===== config.mk =====
export PLATFORM = sky130hd
export DESIGN_NAME = espo_top
export DESIGN_NICKNAME = d
export VERILOG_FILES = /design/src/hdl/espo_pkg.sv /design/src/hdl/espo_top.sv
export SDC_FILE = /design/constraint.sdc
export NUM_CORES = 1
export LEC_CHECK = 0
export ABC_AREA = 1
export BUFFER_PORTS_ARGS = -buffer_cell sky130_fd_sc_hd__buf_2
export CAP_MARGIN = 20
export CORE_MARGIN = 3
export CORE_UTILIZATION = 35
export CTS_CLUSTER_SIZE = 14
export DETAILED_ROUTE_END_ITERATION = 7
export PLACE_DENSITY_LB_ADDON = 0.2
export SYNTH_ARGS = -nofsm -noshare
export SYNTH_HDL_FRONTEND = slang
export SYNTH_SLANG_ARGS = --single-unit

===== constraint.sdc =====
create_clock -name i_core_clk -period 2.55 [get_ports i_core_clk]
set_input_delay 0 -clock i_core_clk [delete_from_list [all_inputs] [get_ports i_core_clk]]
set_output_delay 0 -clock i_core_clk [all_outputs]
set_load 0.05 [all_outputs]

===== src/hdl/espo_pkg.sv =====
// constants, types and register map of the sync pulse output block
package espo_pkg;
  // ==========================================
  // timing
  localparam int unsigned CLK_NS   = 4;    // core clock period
  localparam int unsigned PULSE_NS = 1000; // sync pulse width
  localparam logic [7:0]  PULSE_CYC = 8'(PULSE_NS / CLK_NS);
  // ==========================================
  // register byte offsets
  localparam logic [7:0] OFS_CFG     = 8'h00; // sync_output_config
  localparam logic [7:0] OFS_GROUP   = 8'h04; // readings_per_trigger
  localparam logic [7:0] OFS_REQMASK = 8'h08; // request_enable_mask
  localparam logic [7:0] OFS_REQSTAT = 8'h0c; // status + request bit
  localparam logic [7:0] OFS_CLRSTAT = 8'h10; // clear_status_cmd
  localparam logic [7:0] OFS_ISTAT   = 8'h14; // interrupt status w1c
  localparam logic [7:0] OFS_IMASK   = 8'h18; // interrupt mask
  // ==========================================
  // field positions and reset values
  localparam int unsigned REQ_BIT_POS  = 8;
  localparam int unsigned IRQ_PULSE    = 0;  // sync pulse started
  localparam int unsigned IRQ_TOO_FAST = 1;  // trigger too fast
  localparam int unsigned IRQ_GROUP    = 2;  // group finished
  localparam logic [15:0] GROUP_RST    = 16'h0001;
  localparam logic [1:0]  RESP_OKAY    = 2'h0;
  localparam logic [1:0]  RESP_SLVERR  = 2'h2;
  // ==========================================
  // event source select
  typedef enum logic [2:0] {
    SRC_OFF      = 3'h0,
    SRC_READING  = 3'h1, // reading_done_source
    SRC_GROUP    = 3'h2, // group_done_source
    SRC_INTEG    = 3'h3, // integration_done_source
    SRC_APERTURE = 3'h4, // aperture_level_source
    SRC_SREQ     = 3'h5, // service request
    SRC_ONE_SHOT = 3'h6  // single software pulse
  } espo_src_e;
  // pulse timer states, gray along idle-high-gap
  typedef enum logic [1:0] {
    PST_IDLE = 2'h0,
    PST_HIGH = 2'h1,
    PST_GAP  = 2'h3
  } espo_pst_e;
  // sync_output_config layout
  typedef struct packed {
    logic      trigger_hold_enable; // bit 4
    logic      active_low_polarity; // bit 3
    espo_src_e src;                 // bits 2:0
  } espo_cfg_s;
  localparam espo_cfg_s CFG_RST = '{1'b0, 1'b0, SRC_OFF};
endpackage : espo_pkg


===== src/hdl/espo_top.sv =====
// sync pulse output block with axi4-lite register slave
//
// The register offsets and register access over AXI4-Lite were left to the implementer.
module espo_top (
  input  wire logic        i_core_clk,
  input  wire logic        i_rst,
  input  wire logic        i_awvalid,
  output logic             o_awready,
  input  wire logic [7:0]  i_awaddr,
  input  wire logic        i_wvalid,
  output logic             o_wready,
  input  wire logic [31:0] i_wdata,
  input  wire logic [3:0]  i_wstrb,
  output logic             o_bvalid,
  input  wire logic        i_bready,
  output logic [1:0]       o_bresp,
  input  wire logic        i_arvalid,
  output logic             o_arready,
  input  wire logic [7:0]  i_araddr,
  output logic             o_rvalid,
  input  wire logic        i_rready,
  output logic [31:0]      o_rdata,
  output logic [1:0]       o_rresp,
  input  wire logic        i_reading_done,
  input  wire logic        i_integ_done,
  input  wire logic        i_aperture,
  input  wire logic        i_prog_done,
  input  wire logic [6:0]  i_status_evt,
  input  wire logic        i_ext_trig,
  input  wire logic        i_rdg_busy,
  output logic             o_trig_start,
  output logic             o_sync_out,
  output logic             o_irq
);
  // ==========================================
  // helpers
  // true for every implemented offset
  function automatic logic espo_mapped(input logic [7:0] a);
    return a == espo_pkg::OFS_CFG     || a == espo_pkg::OFS_GROUP ||
           a == espo_pkg::OFS_REQMASK || a == espo_pkg::OFS_REQSTAT ||
           a == espo_pkg::OFS_CLRSTAT || a == espo_pkg::OFS_ISTAT ||
           a == espo_pkg::OFS_IMASK;
  endfunction
  // byte-lane merge of a write into an old value
  function automatic logic [31:0] espo_merge(
    input logic [31:0] old_v,
    input logic [31:0] new_v,
    input logic [3:0]  strb);
    logic [31:0] r;
    r = old_v;
    for (int i = 0; i < 4; i++) begin
      if (strb[i]) begin
        r[8*i +: 8] = new_v[8*i +: 8];
      end
    end
    return r;
  endfunction

  // ==========================================
  // state
  espo_pkg::espo_cfg_s cfg_reg;       // sync_output_config
  logic [15:0]         grp_size_reg;  // readings_per_trigger
  logic [15:0]         grp_cnt_reg;   // readings in this group
  logic [7:0]          req_mask_reg;  // request_enable_mask
  logic [7:0]          stat_bits_reg; // sticky status events
  logic                req_bit_reg;   // service request bit
  logic [2:0]          ists_reg;      // interrupt status
  logic [2:0]          imask_reg;     // interrupt mask
  espo_pkg::espo_pst_e pst_reg;       // pulse timer state
  logic [7:0]          pcnt_reg;      // pulse cycle count
  logic                pend_reg;      // event seen mid-pulse
  logic                held_reg;      // buffered trigger
  logic                aw_rdy_reg;
  logic                w_rdy_reg;
  logic [7:0]          awaddr_reg;
  logic [31:0]         wdata_reg;
  logic [3:0]          wstrb_reg;
  logic                bvalid_reg;
  logic [1:0]          bresp_reg;
  logic                ar_rdy_reg;
  logic                rvalid_reg;
  logic [31:0]         rdata_reg;
  logic [1:0]          rresp_reg;
  logic                sync_reg;
  logic                trig_reg;
  logic                irq_reg;

  // ==========================================
  // write decode
  logic        wr_fire;    // both halves captured
  logic [31:0] wr_val;     // merged write data
  logic        wr_cfg;
  logic        wr_clr;
  logic [31:0] cfg_word;
  assign wr_fire  = !aw_rdy_reg && !w_rdy_reg && !bvalid_reg;
  assign cfg_word = {27'h0, cfg_reg};
  assign wr_cfg   = wr_fire && awaddr_reg == espo_pkg::OFS_CFG;
  // clear only on a written one in bit 0
  assign wr_clr   = wr_fire && awaddr_reg == espo_pkg::OFS_CLRSTAT
                    && wstrb_reg[0] && wdata_reg[0];
  assign wr_val   = espo_merge(cfg_word, wdata_reg, wstrb_reg);

  // ==========================================
  // event sources
  logic       grp_last;   // last reading of a group
  logic [7:0] evt_vec;    // status events, bit 0 program done
  logic       sreq_fire;  // enabled status event this cycle
  logic       evt_sel;    // selected source event
  logic       too_fast;   // trigger refused
  logic [15:0] grp_goal;
  // zero group size behaves as one reading
  assign grp_goal = (grp_size_reg == 16'h0) ? 16'h1 : grp_size_reg;
  assign grp_last = i_reading_done
                    && (grp_cnt_reg + 16'h1 >= grp_goal);
  assign evt_vec  = {i_status_evt, i_prog_done};
  // every enabled occurrence fires, bit level irrelevant
  assign sreq_fire = |(evt_vec & req_mask_reg);

  // source mux; reading strobe is one per computed result,
  // sampled ac internal samples never reach it
  always_comb begin
    unique case (cfg_reg.src)
      espo_pkg::SRC_READING:  evt_sel = i_reading_done;
      espo_pkg::SRC_GROUP:    evt_sel = grp_last;
      espo_pkg::SRC_INTEG:    evt_sel = i_integ_done;
      espo_pkg::SRC_SREQ:     evt_sel = sreq_fire;
      espo_pkg::SRC_ONE_SHOT: evt_sel = 1'b1;
      default:                evt_sel = 1'b0;
    endcase
  end

  // ==========================================
  // configuration registers
  always_ff @(posedge i_core_clk) begin
    if (i_rst) begin
      cfg_reg <= espo_pkg::CFG_RST;
    end else if (wr_cfg) begin
      cfg_reg <= espo_pkg::espo_cfg_s'(wr_val[4:0]);
    end else if (cfg_reg.src == espo_pkg::SRC_ONE_SHOT) begin
      // one event issued, then the output is disabled
      cfg_reg.src <= espo_pkg::SRC_OFF;
    end
  end

  // group size, request mask and interrupt mask
  always_ff @(posedge i_core_clk) begin
    if (i_rst) begin
      grp_size_reg <= espo_pkg::GROUP_RST;
      req_mask_reg <= 8'h00;
      imask_reg    <= 3'h0;
    end else if (wr_fire) begin
      if (awaddr_reg == espo_pkg::OFS_GROUP) begin
        grp_size_reg <= 16'(espo_merge({16'h0, grp_size_reg},
                                       wdata_reg, wstrb_reg));
      end
      if (awaddr_reg == espo_pkg::OFS_REQMASK && wstrb_reg[0]) begin
        req_mask_reg <= wdata_reg[7:0];
      end
      if (awaddr_reg == espo_pkg::OFS_IMASK && wstrb_reg[0]) begin
        imask_reg <= wdata_reg[2:0];
      end
    end
  end

  // ==========================================
  // group counter, runs whatever the source
  always_ff @(posedge i_core_clk) begin
    if (i_rst) begin
      grp_cnt_reg <= 16'h0;
    end else if (grp_last) begin
      grp_cnt_reg <= 16'h0;
    end else if (i_reading_done) begin
      grp_cnt_reg <= grp_cnt_reg + 16'h1;
    end
  end

  // ==========================================
  // status bits and request bit, set beats clear
  always_ff @(posedge i_core_clk) begin
    if (i_rst) begin
      stat_bits_reg <= 8'h00;
      req_bit_reg   <= 1'b0;
    end else begin
      stat_bits_reg <= (wr_clr ? 8'h00 : stat_bits_reg)
                       | evt_vec;
      if (sreq_fire) begin
        req_bit_reg <= 1'b1;
      end else if (wr_clr) begin
        req_bit_reg <= 1'b0;
      end
    end
  end

  // ==========================================
  // pulse timer: fixed count, gap cycle, re-arm
  always_ff @(posedge i_core_clk) begin
    if (i_rst) begin
      pst_reg  <= espo_pkg::PST_IDLE;
      pcnt_reg <= 8'h0;
      pend_reg <= 1'b0;
    end else begin
      unique case (pst_reg)
        espo_pkg::PST_IDLE: begin
          pcnt_reg <= 8'h0;
          if (evt_sel) begin
            pst_reg <= espo_pkg::PST_HIGH;
          end
        end
        espo_pkg::PST_HIGH: begin
          pcnt_reg <= pcnt_reg + 8'h1;
          if (evt_sel) begin
            pend_reg <= 1'b1;
          end
          if (pcnt_reg == espo_pkg::PULSE_CYC - 8'h1) begin
            pst_reg <= espo_pkg::PST_GAP;
          end
        end
        espo_pkg::PST_GAP: begin
          // one idle cycle keeps back-to-back pulses apart
          pcnt_reg <= 8'h0;
          pend_reg <= 1'b0;
          pst_reg  <= (pend_reg || evt_sel) ? espo_pkg::PST_HIGH
                                            : espo_pkg::PST_IDLE;
        end
        default: begin
          pst_reg <= espo_pkg::PST_IDLE;
        end
      endcase
    end
  end

  // output pin: aperture follows converter level
  always_ff @(posedge i_core_clk) begin
    if (i_rst) begin
      sync_reg <= 1'b0;
    end else if (cfg_reg.src == espo_pkg::SRC_APERTURE) begin
      // busy covers autozero and autorange conversions too
      sync_reg <= i_aperture ^ cfg_reg.active_low_polarity;
    end else begin
      sync_reg <= (pst_reg == espo_pkg::PST_HIGH)
                  ^ cfg_reg.active_low_polarity;
    end
  end

  // ==========================================
  // external trigger with optional one-deep hold
  assign too_fast = i_ext_trig && i_rdg_busy
                    && !(cfg_reg.trigger_hold_enable && !held_reg);
  always_ff @(posedge i_core_clk) begin
    if (i_rst) begin
      held_reg <= 1'b0;
      trig_reg <= 1'b0;
    end else if (!i_rdg_busy) begin
      // a held trigger goes first, a new one is held behind it
      trig_reg <= held_reg || i_ext_trig;
      held_reg <= held_reg && i_ext_trig
                  && cfg_reg.trigger_hold_enable;
    end else begin
      trig_reg <= 1'b0;
      if (i_ext_trig && cfg_reg.trigger_hold_enable) begin
        held_reg <= 1'b1;
      end
    end
  end

  // ==========================================
  // interrupt status, write one to clear, set wins
  logic [2:0] ists_set;
  logic [2:0] ists_clr;
  assign ists_set = {grp_last, too_fast,
                     pst_reg != espo_pkg::PST_HIGH && evt_sel};
  assign ists_clr = (wr_fire && awaddr_reg == espo_pkg::OFS_ISTAT
                     && wstrb_reg[0]) ? wdata_reg[2:0] : 3'h0;
  always_ff @(posedge i_core_clk) begin
    if (i_rst) begin
      ists_reg <= 3'h0;
      irq_reg  <= 1'b0;
    end else begin
      ists_reg <= (ists_reg & ~ists_clr) | ists_set;
      irq_reg  <= |(ists_reg & imask_reg);
    end
  end

  // ==========================================
  // axi4-lite write channels, one write at a time
  always_ff @(posedge i_core_clk) begin
    if (i_rst) begin
      aw_rdy_reg <= 1'b1;
      w_rdy_reg  <= 1'b1;
      awaddr_reg <= 8'h0;
      wdata_reg  <= 32'h0;
      wstrb_reg  <= 4'h0;
      bvalid_reg <= 1'b0;
      bresp_reg  <= espo_pkg::RESP_OKAY;
    end else begin
      if (aw_rdy_reg && i_awvalid) begin
        aw_rdy_reg <= 1'b0;
        awaddr_reg <= {i_awaddr[7:2], 2'h0};
      end
      if (w_rdy_reg && i_wvalid) begin
        w_rdy_reg <= 1'b0;
        wdata_reg <= i_wdata;
        wstrb_reg <= i_wstrb;
      end
      if (wr_fire) begin
        bvalid_reg <= 1'b1;
        bresp_reg  <= espo_mapped(awaddr_reg) ? espo_pkg::RESP_OKAY
                                              : espo_pkg::RESP_SLVERR;
      end
      if (bvalid_reg && i_bready) begin
        bvalid_reg <= 1'b0;
        aw_rdy_reg <= 1'b1;
        w_rdy_reg  <= 1'b1;
      end
    end
  end

  // read channel, data registered with the valid
  logic [31:0] rd_mux;
  always_comb begin
    unique case ({i_araddr[7:2], 2'h0})
      espo_pkg::OFS_CFG:     rd_mux = {22'h0, pst_reg != espo_pkg::PST_IDLE,
                                       held_reg, 3'h0, cfg_reg};
      espo_pkg::OFS_GROUP:   rd_mux = {grp_cnt_reg, grp_size_reg};
      espo_pkg::OFS_REQMASK: rd_mux = {24'h0, req_mask_reg};
      espo_pkg::OFS_REQSTAT: rd_mux = {23'h0, req_bit_reg, stat_bits_reg};
      espo_pkg::OFS_ISTAT:   rd_mux = {29'h0, ists_reg};
      espo_pkg::OFS_IMASK:   rd_mux = {29'h0, imask_reg};
      default:               rd_mux = 32'h0;
    endcase
  end
  always_ff @(posedge i_core_clk) begin
    if (i_rst) begin
      ar_rdy_reg <= 1'b1;
      rvalid_reg <= 1'b0;
      rdata_reg  <= 32'h0;
      rresp_reg  <= espo_pkg::RESP_OKAY;
    end else if (ar_rdy_reg && i_arvalid) begin
      ar_rdy_reg <= 1'b0;
      rvalid_reg <= 1'b1;
      rdata_reg  <= rd_mux;
      rresp_reg  <= espo_mapped({i_araddr[7:2], 2'h0})
                    ? espo_pkg::RESP_OKAY : espo_pkg::RESP_SLVERR;
    end else if (rvalid_reg && i_rready) begin
      rvalid_reg <= 1'b0;
      ar_rdy_reg <= 1'b1;
    end
  end

  // ==========================================
  // outputs, all straight from flops
  assign o_awready    = aw_rdy_reg;
  assign o_wready     = w_rdy_reg;
  assign o_bvalid     = bvalid_reg;
  assign o_bresp      = bresp_reg;
  assign o_arready    = ar_rdy_reg;
  assign o_rvalid     = rvalid_reg;
  assign o_rdata      = rdata_reg;
  assign o_rresp      = rresp_reg;
  assign o_sync_out   = sync_reg;
  assign o_trig_start = trig_reg;
  assign o_irq        = irq_reg;
endmodule // espo_top


== Word level (Yosys, flattened, before mapping) ==
Cells that the tools add are included.

* Add/sub/neg operators: 2
* Order comparisons: 1
* Eq/ne operators: 27
* Muxes and demuxes: 26
* Bitwise operators: 8
* Reduce and logical (&&, ||, !) cells: 66

{| class="wikitable"
|+ Operators with widths
! operator !! number
|-
| $pmux 32 s6 || 1
|-
| $eq 6x3->1 const B || 6
|-
| $eq 6x2->1 const B || 4
|-
| $logic_and 1x1->1 || 23
|-
| $add 16x1->16 const B || 1
|-
| $ge 16x16->1 || 1
|-
| $logic_not 16->1 || 1
|-
| $mux 16 || 1
|-
| $pmux 8 s2 || 1
|-
| $logic_or 1x1->1 || 14
|-
| $eq 6x1->1 const B || 2
|-
| $mux 3 || 4
|-
| $reduce_and 2->1 || 6
|-
| $reduce_bool 2->1 || 6
|-
| $mux 1 || 11
|-
| $eq 3x3->1 const B || 3
|-
| $add 8x1->8 const B || 1
|-
| $and 8x8->8 || 1
|-
| $eq 8x8->1 const B || 1
|-
| $logic_not 8->1 || 1
|-
| $mux 2 || 4
|-
| $mux 8 || 1
|-
| $ne 2x2->1 const B || 4
|-
| $or 8x8->8 || 1
|-
| other kinds (19) || 31
|}

* Flip-flop bits (word level): 140
* Input bits: 72
* Output and inout port bits: 44
* Logic and storage cells: 159

== Depth between registers and ports, before layout ==
Gate-level depths: netlist of run 1.

* Depth after elaboration: 9
* Gate-level depth with buffers: 19
* Depth with buffers taken out: 19

== Worst setup path before layout of run 1 ==
Ideal clock, no wire load.

* Path type: flip-flop to flip-flop
* Start point: register grp_cnt_reg[0]
* End point: register grp_cnt_reg[8]
* Library setup time: 86 ps
* Arrival time: 2660 ps
* Slack: -196 ps
* Cell stages (with the launch flop): 18
* Period minus slack after synthesis: 2746 ps
* Path through: dfxtp_1 ha_1 nand3_2 nor3_4 nand3_2 nor3_2 nand3_1 xor2_1 inv_1 ha_1 nand2_1 nor2_1 a21oi_1 nand2_1 a21oi_2 inv_2 clkbuf_1 a211oi_1

* Longest elaborated chain between the ends: 4

{| class="wikitable"
|+ Ends and longest elaborated chain
! element !! line !! text
|-
| start: declaration || espo_top.sv:63 || <nowiki>logic [15:0] grp_cnt_reg;</nowiki>
|-
| start signal: assignment || espo_top.sv:173 || <nowiki>grp_cnt_reg <= grp_cnt_reg + 16'h1;</nowiki>
|-
| $add 16x1->16 * || espo_top.sv:114, espo_top.sv:173 ||
|-
| $ge 16x16->1 || espo_top.sv:114 || <nowiki>&& (grp_cnt_reg + 16'h1 >= grp_goal);</nowiki>
|-
| $logic_and 1x1->1 || espo_top.sv:114 ||
|-
| $reduce_or 2->1 (no line) || - ||
|}

Every way passes the cells marked *; elsewhere a longest branch is shown, timed or not.
A chain may end at the register's enable or synchronous reset.

== Final worst setup path of run 1 ==
* Start point: register grp_cnt_reg[1]
* End point: register pst_reg[0]

* Longest elaborated chain between the ends: 7

{| class="wikitable"
|+ Ends and longest elaborated chain
! element !! line !! text
|-
| $add 16x1->16 * || espo_top.sv:114 ||
|-
| $ge 16x16->1 * || espo_top.sv:114 ||
|-
| $logic_and 1x1->1 * || espo_top.sv:114 ||
|-
| $pmux 1 s5 * || espo_top.sv:122 || <nowiki>unique case (cfg_reg.src)</nowiki>
|-
| $logic_or 1x1->1 || espo_top.sv:222 || <nowiki>pst_reg <= (pend_reg || evt_sel) ? espo_pkg::PST_HIGH</nowiki>
|-
| $mux 1 || espo_top.sv:222 ||
|-
| $pmux 2 s3 || espo_top.sv:202 || <nowiki>unique case (pst_reg)</nowiki>
|-
| end signal: assignment || espo_top.sv:206 || <nowiki>pst_reg <= espo_pkg::PST_HIGH;</nowiki>
|-
| end signal: assignment || espo_top.sv:222 ||
|-
| end signal: assignment || espo_top.sv:226 || <nowiki>pst_reg <= espo_pkg::PST_IDLE;</nowiki>
|-
| end: declaration || espo_top.sv:69 || <nowiki>espo_pkg::espo_pst_e pst_reg;</nowiki>
|}

Marked as above.

==> flow_summary.toml, run 1 <==
[setup_path]
path_max_fanout = 3
crit_required_ps = 2900
crit_start = "grp_cnt_reg[1]"
cpMostUsedCell = "nand2_2"
cp-endpoint = "pst_reg[0]"
reg2reg_setup_slack_ps = -310
reg2reg_to = "pst_reg[0]"
cpMaxStageDelayCell = "dfxtp_4"
cp-start-kind = "flop"
crit_type = "reg2reg"
critical_path.max_stage_delay_ps = 370
end_kind = "flop"
timing.rr.start = "grp_cnt_reg[1]"
crit_chain = "ha_4, nand3_4, nor3_4, nand3_2, nor3_4, nand3_2, xor2_2, inv_1, ha_1, nand2_2, nor2_1, a21oi_2, nand2_2, buf_12, nand2_8, nand3_4, nand2_2, nand2_2, a21oi_1"
arrival_ps = 3210
r2r_cells = 19

[synth]
synthArstFlopShare = 0
yosys.cell_types.count = 42
synth_area_mm2 = 0.00622
ys_ff_latch = 138
synth_top_area_cell = "dfxtp_1"
ys.flop_type = "dfxtp_1"
synth_area_leaders = "dfxtp_1 44%, a21oi_1 9.8%, nand2_1 7.9%"
synth.yosys.warnings = 0
seq_area_frac_synth = 0.444
synth_edf_count = 0
yosysTopAreaCellShare = 0.444
syn_inst = 815
synth.avg_cell_area_um2 = 7.63

[timing]
rsz0062_at_grt = "yes"
min_period_over_period = 1.12
min_period_ps = 2860
fmax_mhz = 350
finalSetupViolations = 21
tightest_slew_ps = 863
fin_skew_ps = 7.73
maxSlewViolCount = 0
relSlewSlack = 0.420
fin_ws_ps = -310
hold_viol_final = 0

[floorplan]
die-area_mm2 = 0.0194
initial_core_util = 0.358
die_w_um = 139
coreArea_mm2 = 0.0174
io_pins = 116
fp-row-count = 48
die_y_um = 139

[final_layout]
final_util = 0.488
instances_no_fill = 1225
final_common_cell = "dfxtp_1"
antennaDiodeCount = 0
nets = 1085
finalInstanceArea_mm2 = 0.00847
area_delta_synth_final_pct = 36.2
layout_common_cells = "135 x dfxtp_1, 126 x nand2_1, 120 x a21oi_1"
final_layout_size_suffix_gt1_frac = 0.227
largest_register_ffs = 32

[placed_design]
placed_cells = 1147
pre_cts_ws_ps = -309
port_buffers = 91
gp_congestion = 0.848
placed_cell_area_mm2 = 0.00728
dp_hpwl_um = 12600

[outcome]
violations = "setup timing"
status = "finished with violations"

[power]
ir_drop_v = 0.000497
powerDensity_mw_per_mm2 = 703
leakage_uw = 0.00367

[detailed_routing]
wirelength_um = 17500
drt_iter0_markers = 313
drc_errors = 0
vias = 5930
avgViaCountPerCell = 4.84
avgRoutedWirePerCell_um = 14.3
firstDrtPassIters = 6
antenna_left = 0

[grt]
grt_pass1_vias = 5679
gr-total-overflow = 0
grt_pass1_wl_um = 28600
grt_max_degree = 51
grtUsageTotal = 0.180
antenna_found_initial = 0

[clock_tree]
clk_latency_ps = 420
cts_tree = "built"
h-tree-depth = 4
clock_path_buffers = 2
cts_buffers = 17
root_buffer = "clkbuf_16"
clk_pin_slew_ps = 60
clock-sinks = 138

[job]
drv_cap = 0

[worst_hold_path]
hp-class = "in2reg"
-- metrics by stage --
| stage | hold slack, ps | setup TNS (ps) | power [uW] |
|---|---|---|---|
| global placement | 219 | -3780 | 3430 |
| CTS | 4.41 | -2810 | 5930 |
| finish | 17.2 | -4340 | 5950 |
| detailed placement | 221 | -4330 | 3430 |
| floorplan | 79.3 | -1170 | 3110 |
| global route | 56.7 | -8770 | 6250 |
-- metal layers --
layer / global-route usage / vias up / part of all wire
li1: - / 3082 / -
met1: 0.253 / 2698 / 0.49
met2: 0.281 / 138 / 0.45
met3: 0.0395 / 12 / 0.044
met4: 0.0494 / 0 / 0.011
met5: 0 / - / 0
-- critical path: cells and delay by family (launching register included) --
family / cells / cell delay (ps)
AOI/OAI and AO/OA: 2 / 280
buffers and inverters: 2 / 210
DFF: 1 / 370
adders and majority gates: 2 / 440
xor gates and xnor gates: 1 / 170
and+or+nand+nor: 12 / 1330
-- worst min path at each step --
stage / from / end / slack, ps / depth (start not counted)
after global routing: i_rst / pcnt_reg[0] / 60 / 5
after detailed placement: i_rdg_busy / o_trig_start / 220 / 2
after global placement: i_rdg_busy / o_trig_start / 220 / 2
after CTS: i_rst / pcnt_reg[0] / 4 / 5
final: i_rst / pcnt_reg[0] / 20 / 5
after floorplan: i_rdg_busy / o_trig_start / 80 / 1
-- power by group --
part / switching (uW) / internal [uW] / total [uW]
registers: 100 / 2290 / 2390
logic: 705 / 441 / 1150
clock network: 911 / 1500 / 2410
total: 1720 / 4230 / 5950
-- cells by family (layout without fill, tap and decap cells) --
family | Yosys count | after routing | synth area share
fa+ha+maj | 23 | 23 | 0.0463
xor+xnor | 15 | 15 | 0.0223
compound gates | 255 | 255 | 0.221
simple gates | 254 | 254 | 0.185
other cells | 1 | 2 | 0.000603
flops | 138 | 138 | 0.444
buf+inv | 129 | 313 | 0.0805
-- cells in the mapped netlist, drive strengths merged (2+ instances only) --
| master | count |
|---|---|
| buf | 7 |
| dfxtp | 138 |
| nor3 | 15 |
| o211ai | 6 |
| o22ai | 4 |
| a21oi | 124 |
| nand3 | 19 |
| clkbuf | 27 |
| and3 | 2 |
| xor2 | 14 |
| a211oi | 12 |
| a22oi | 6 |
| o21ai | 96 |
| a31oi | 3 |
| nor2 | 62 |
| nand4 | 14 |
| or2 | 4 |
| ha | 23 |
| nand2 | 131 |
| inv | 94 |
| nor4 | 5 |
-- timing repair --
action,CTS,global route
endpoints found under the setup margin,20,21
hold buffers,41,0
pin swaps,5,17
buffers inserted,3,5
gates resized for setup,6,20
endpoints found under the hold margin,48,0
-- final cells by class --
type                    instances  area, um2
fillers                      1732       8890
clock buffers                  21        472
clock inverters                 8       95.1
repair buffers                189       1340
flip-flops and latches        138       2770
inverters                      95        359
multi-input cells             549       3140
well taps                     225        282
(Power assumes the default switching activity.)
==> inputs of run 2 (changes only) <==
==> constraint.sdc (replaced) <==
create_clock -name i_core_clk -period 2.55 [get_ports i_core_clk]
set_input_delay 0.51 -clock i_core_clk [delete_from_list [all_inputs] [get_ports i_core_clk]]
set_output_delay 0.51 -clock i_core_clk [all_outputs]
set_load 0.05 [all_outputs]
==> run 2 against run 1 <==
Compared with the run above: the flow still finishes with violations (setup timing); die area did not move; routed wire length fell by 0.91%; design area fell by 3.1%; fmax rose by 1.0%; clock-buffer cell count rose by 2; clock skew barely moved; flip-flop and latch count did not move; first-iteration DRC count rose by 0.96%; global-route usage fell by 0.43 points; non-clock buffer count fell by 36; worst setup slack improved by 29 ps.
==> flow_summary.toml, run 2 (synthesized netlist as in run 1, its figures left out) <==
[outcome]
status = "finished with violations"
violations = "setup timing"

[power]
ir_drop_v = 0.000572
leakage_uw = 0.00352
powerDensity_mw_per_mm2 = 722

[clock_tree]
clk_latency_ps = 420
clk_pin_slew_ps = 60
cts_buffers = 17
root_buffer = "clkbuf_16"
clock_path_buffers = 2
cts_tree = "built"
clock-sinks = 138
h-tree-depth = 4
cts_hold_buf = 0

[setup_path]
end_kind = "flop"
cpMaxStageDelayCell = "dfxtp_4"
path_max_fanout = 3
cp-start-kind = "flop"
crit_chain = "ha_4, nand3_4, nor3_4, nand3_2, nor3_4, nand3_2, xor2_2, inv_2, ha_4, nand2_4, nor3_2, nand2_1, nand2_2, buf_12, nand2_4, nand3_2, nand2_1, nand2_1, nand2_1, a21oi_2"
arrival_ps = 3190
crit_required_ps = 2910
cpMostUsedCell = "nand2_1"
critical_path.max_stage_delay_ps = 370
crit_type = "reg2reg"

[timing]
fin_ws_ps = -282
hold_viol_final = 0
relSlewSlack = 0.580
tightest_slew_ps = 629
hold_ws_ps = 306
finalSetupViolations = 21
min_period_ps = 2830
fmax_mhz = 353
final.setup.tns_ps = -4340
rsz0062_at_grt = "yes"
maxSlewViolCount = 0
min_period_over_period = 1.11
fin_skew_ps = 8.16

[floorplan]
fp-row-count = 48
die-area_mm2 = 0.0194
die_w_um = 139
initial_core_util = 0.358
coreArea_mm2 = 0.0174
io_pins = 116
die_y_um = 139

[grt]
gr-total-overflow = 0
grt_pass1_vias = 5397
grt_pass1_wl_um = 27700
grtUsageTotal = 0.176
grt_max_degree = 47
antenna_found_initial = 0

[final_layout]
final_common_cell = "dfxtp_1"
final_layout_size_suffix_gt1_frac = 0.267
area_delta_synth_final_pct = 32.0
antennaDiodeCount = 0
finalInstanceArea_mm2 = 0.00820
nets = 1050
final_util = 0.473
largest_register_ffs = 32
layout_common_cells = "133 x dfxtp_1, 125 x nand2_1, 113 x a21oi_1"
instances_no_fill = 1193

[placed_design]
port_buffers = 91
dp_hpwl_um = 12500
placed_cells = 1146
gp_congestion = 0.838
placed_cell_area_mm2 = 0.00726

[detailed_routing]
wirelength_um = 17300
avgViaCountPerCell = 4.82
routed.top_layer = "met4"
firstDrtPassIters = 5
dr_wl_met2_um = 7880
vias = 5750
routed-wl-met3_um = 695
antenna_left = 0
drt-met1-wl_um = 8620
drt_iter0_markers = 316
avgRoutedWirePerCell_um = 14.5
drc_errors = 0

[job]
drv_cap = 0

[worst_hold_path]
hp-class = "in2reg"
## run 2: cell types whose count changed in the layout (fill, tap and decap cells not counted), moves of 4 or more
cell / previous run / this run
dlygate4sd3_1: 41 / 0
a21oi_1: 120 / 113
a21oi_2: 3 / 10
buf_4: 53 / 57
o21ai_2: 0 / 4
## run 2: path summary, 6_finish.rpt
| kind | startpoint | to | slack (ps) | depth (start not counted) |
|---|---|---|---|---|
| hold reg to reg | wdata_reg[13] | wdata_reg[13] | 460 | 2 |
| setup / recovery | grp_cnt_reg[0] | pst_reg[0] | -280 | 20 |
| hold / removal | i_rdg_busy | o_trig_start | 310 | 2 |
| setup reg to reg | grp_cnt_reg[0] | pst_reg[0] | -280 | 20 |
## run 2: layout make-up
cell class,count,area (um2)
tap,225,282
fill,1762,9150
clock inverter,9,87.6
timing repair inverter,1,8.76
inverter,95,362
timing repair buffer,153,957
multi-input combinational,549,3230
clock buffer,23,499
sequential,138,2780
## run 2: through the flow
stage | power [uW] | setup slack, ps
final | 5930 | -282
after global routing | 6240 | -500
after CTS | 5930 | -166
after detailed placement | 3420 | -339
after global placement | 3410 | -305
after floorplan | 3110 | -124
## run 2: worst max-delay path: cells and delay by family, from the launching register on
family / cells / cell delay, ps
buf+inv: 2 / 180
compound gates: 1 / 120
flops: 1 / 370
xor+xnor: 1 / 200
simple gates: 14 / 1470
fa+ha+maj: 2 / 410
## run 2: where the power goes
part / internal, uW / total [uW] / switching [uW]
clock network: 1480 / 2420 / 939
logic: 407 / 1120 / 713
registers: 2290 / 2390 / 95.2
total: 4180 / 5930 / 1750
## run 2: repair_timing
action                                 4_1_cts  5_1_grt
endpoints found under the hold margin        0        0
setup endpoints to repair                   20       21
pin swaps                                    6       22
setup buffers                                6        8
gates cloned                                 1        0
gates resized for setup                     25       34
## run 2: routing by layer
| layer | GRT usage | vias up |
|---|---|---|
| met5 | 0 | - |
| met2 | 0.275 | 111 |
| met4 | 0.0427 | 0 |
| li1 | - | 3017 |
| met1 | 0.247 | 2611 |
| met3 | 0.0423 | 11 |
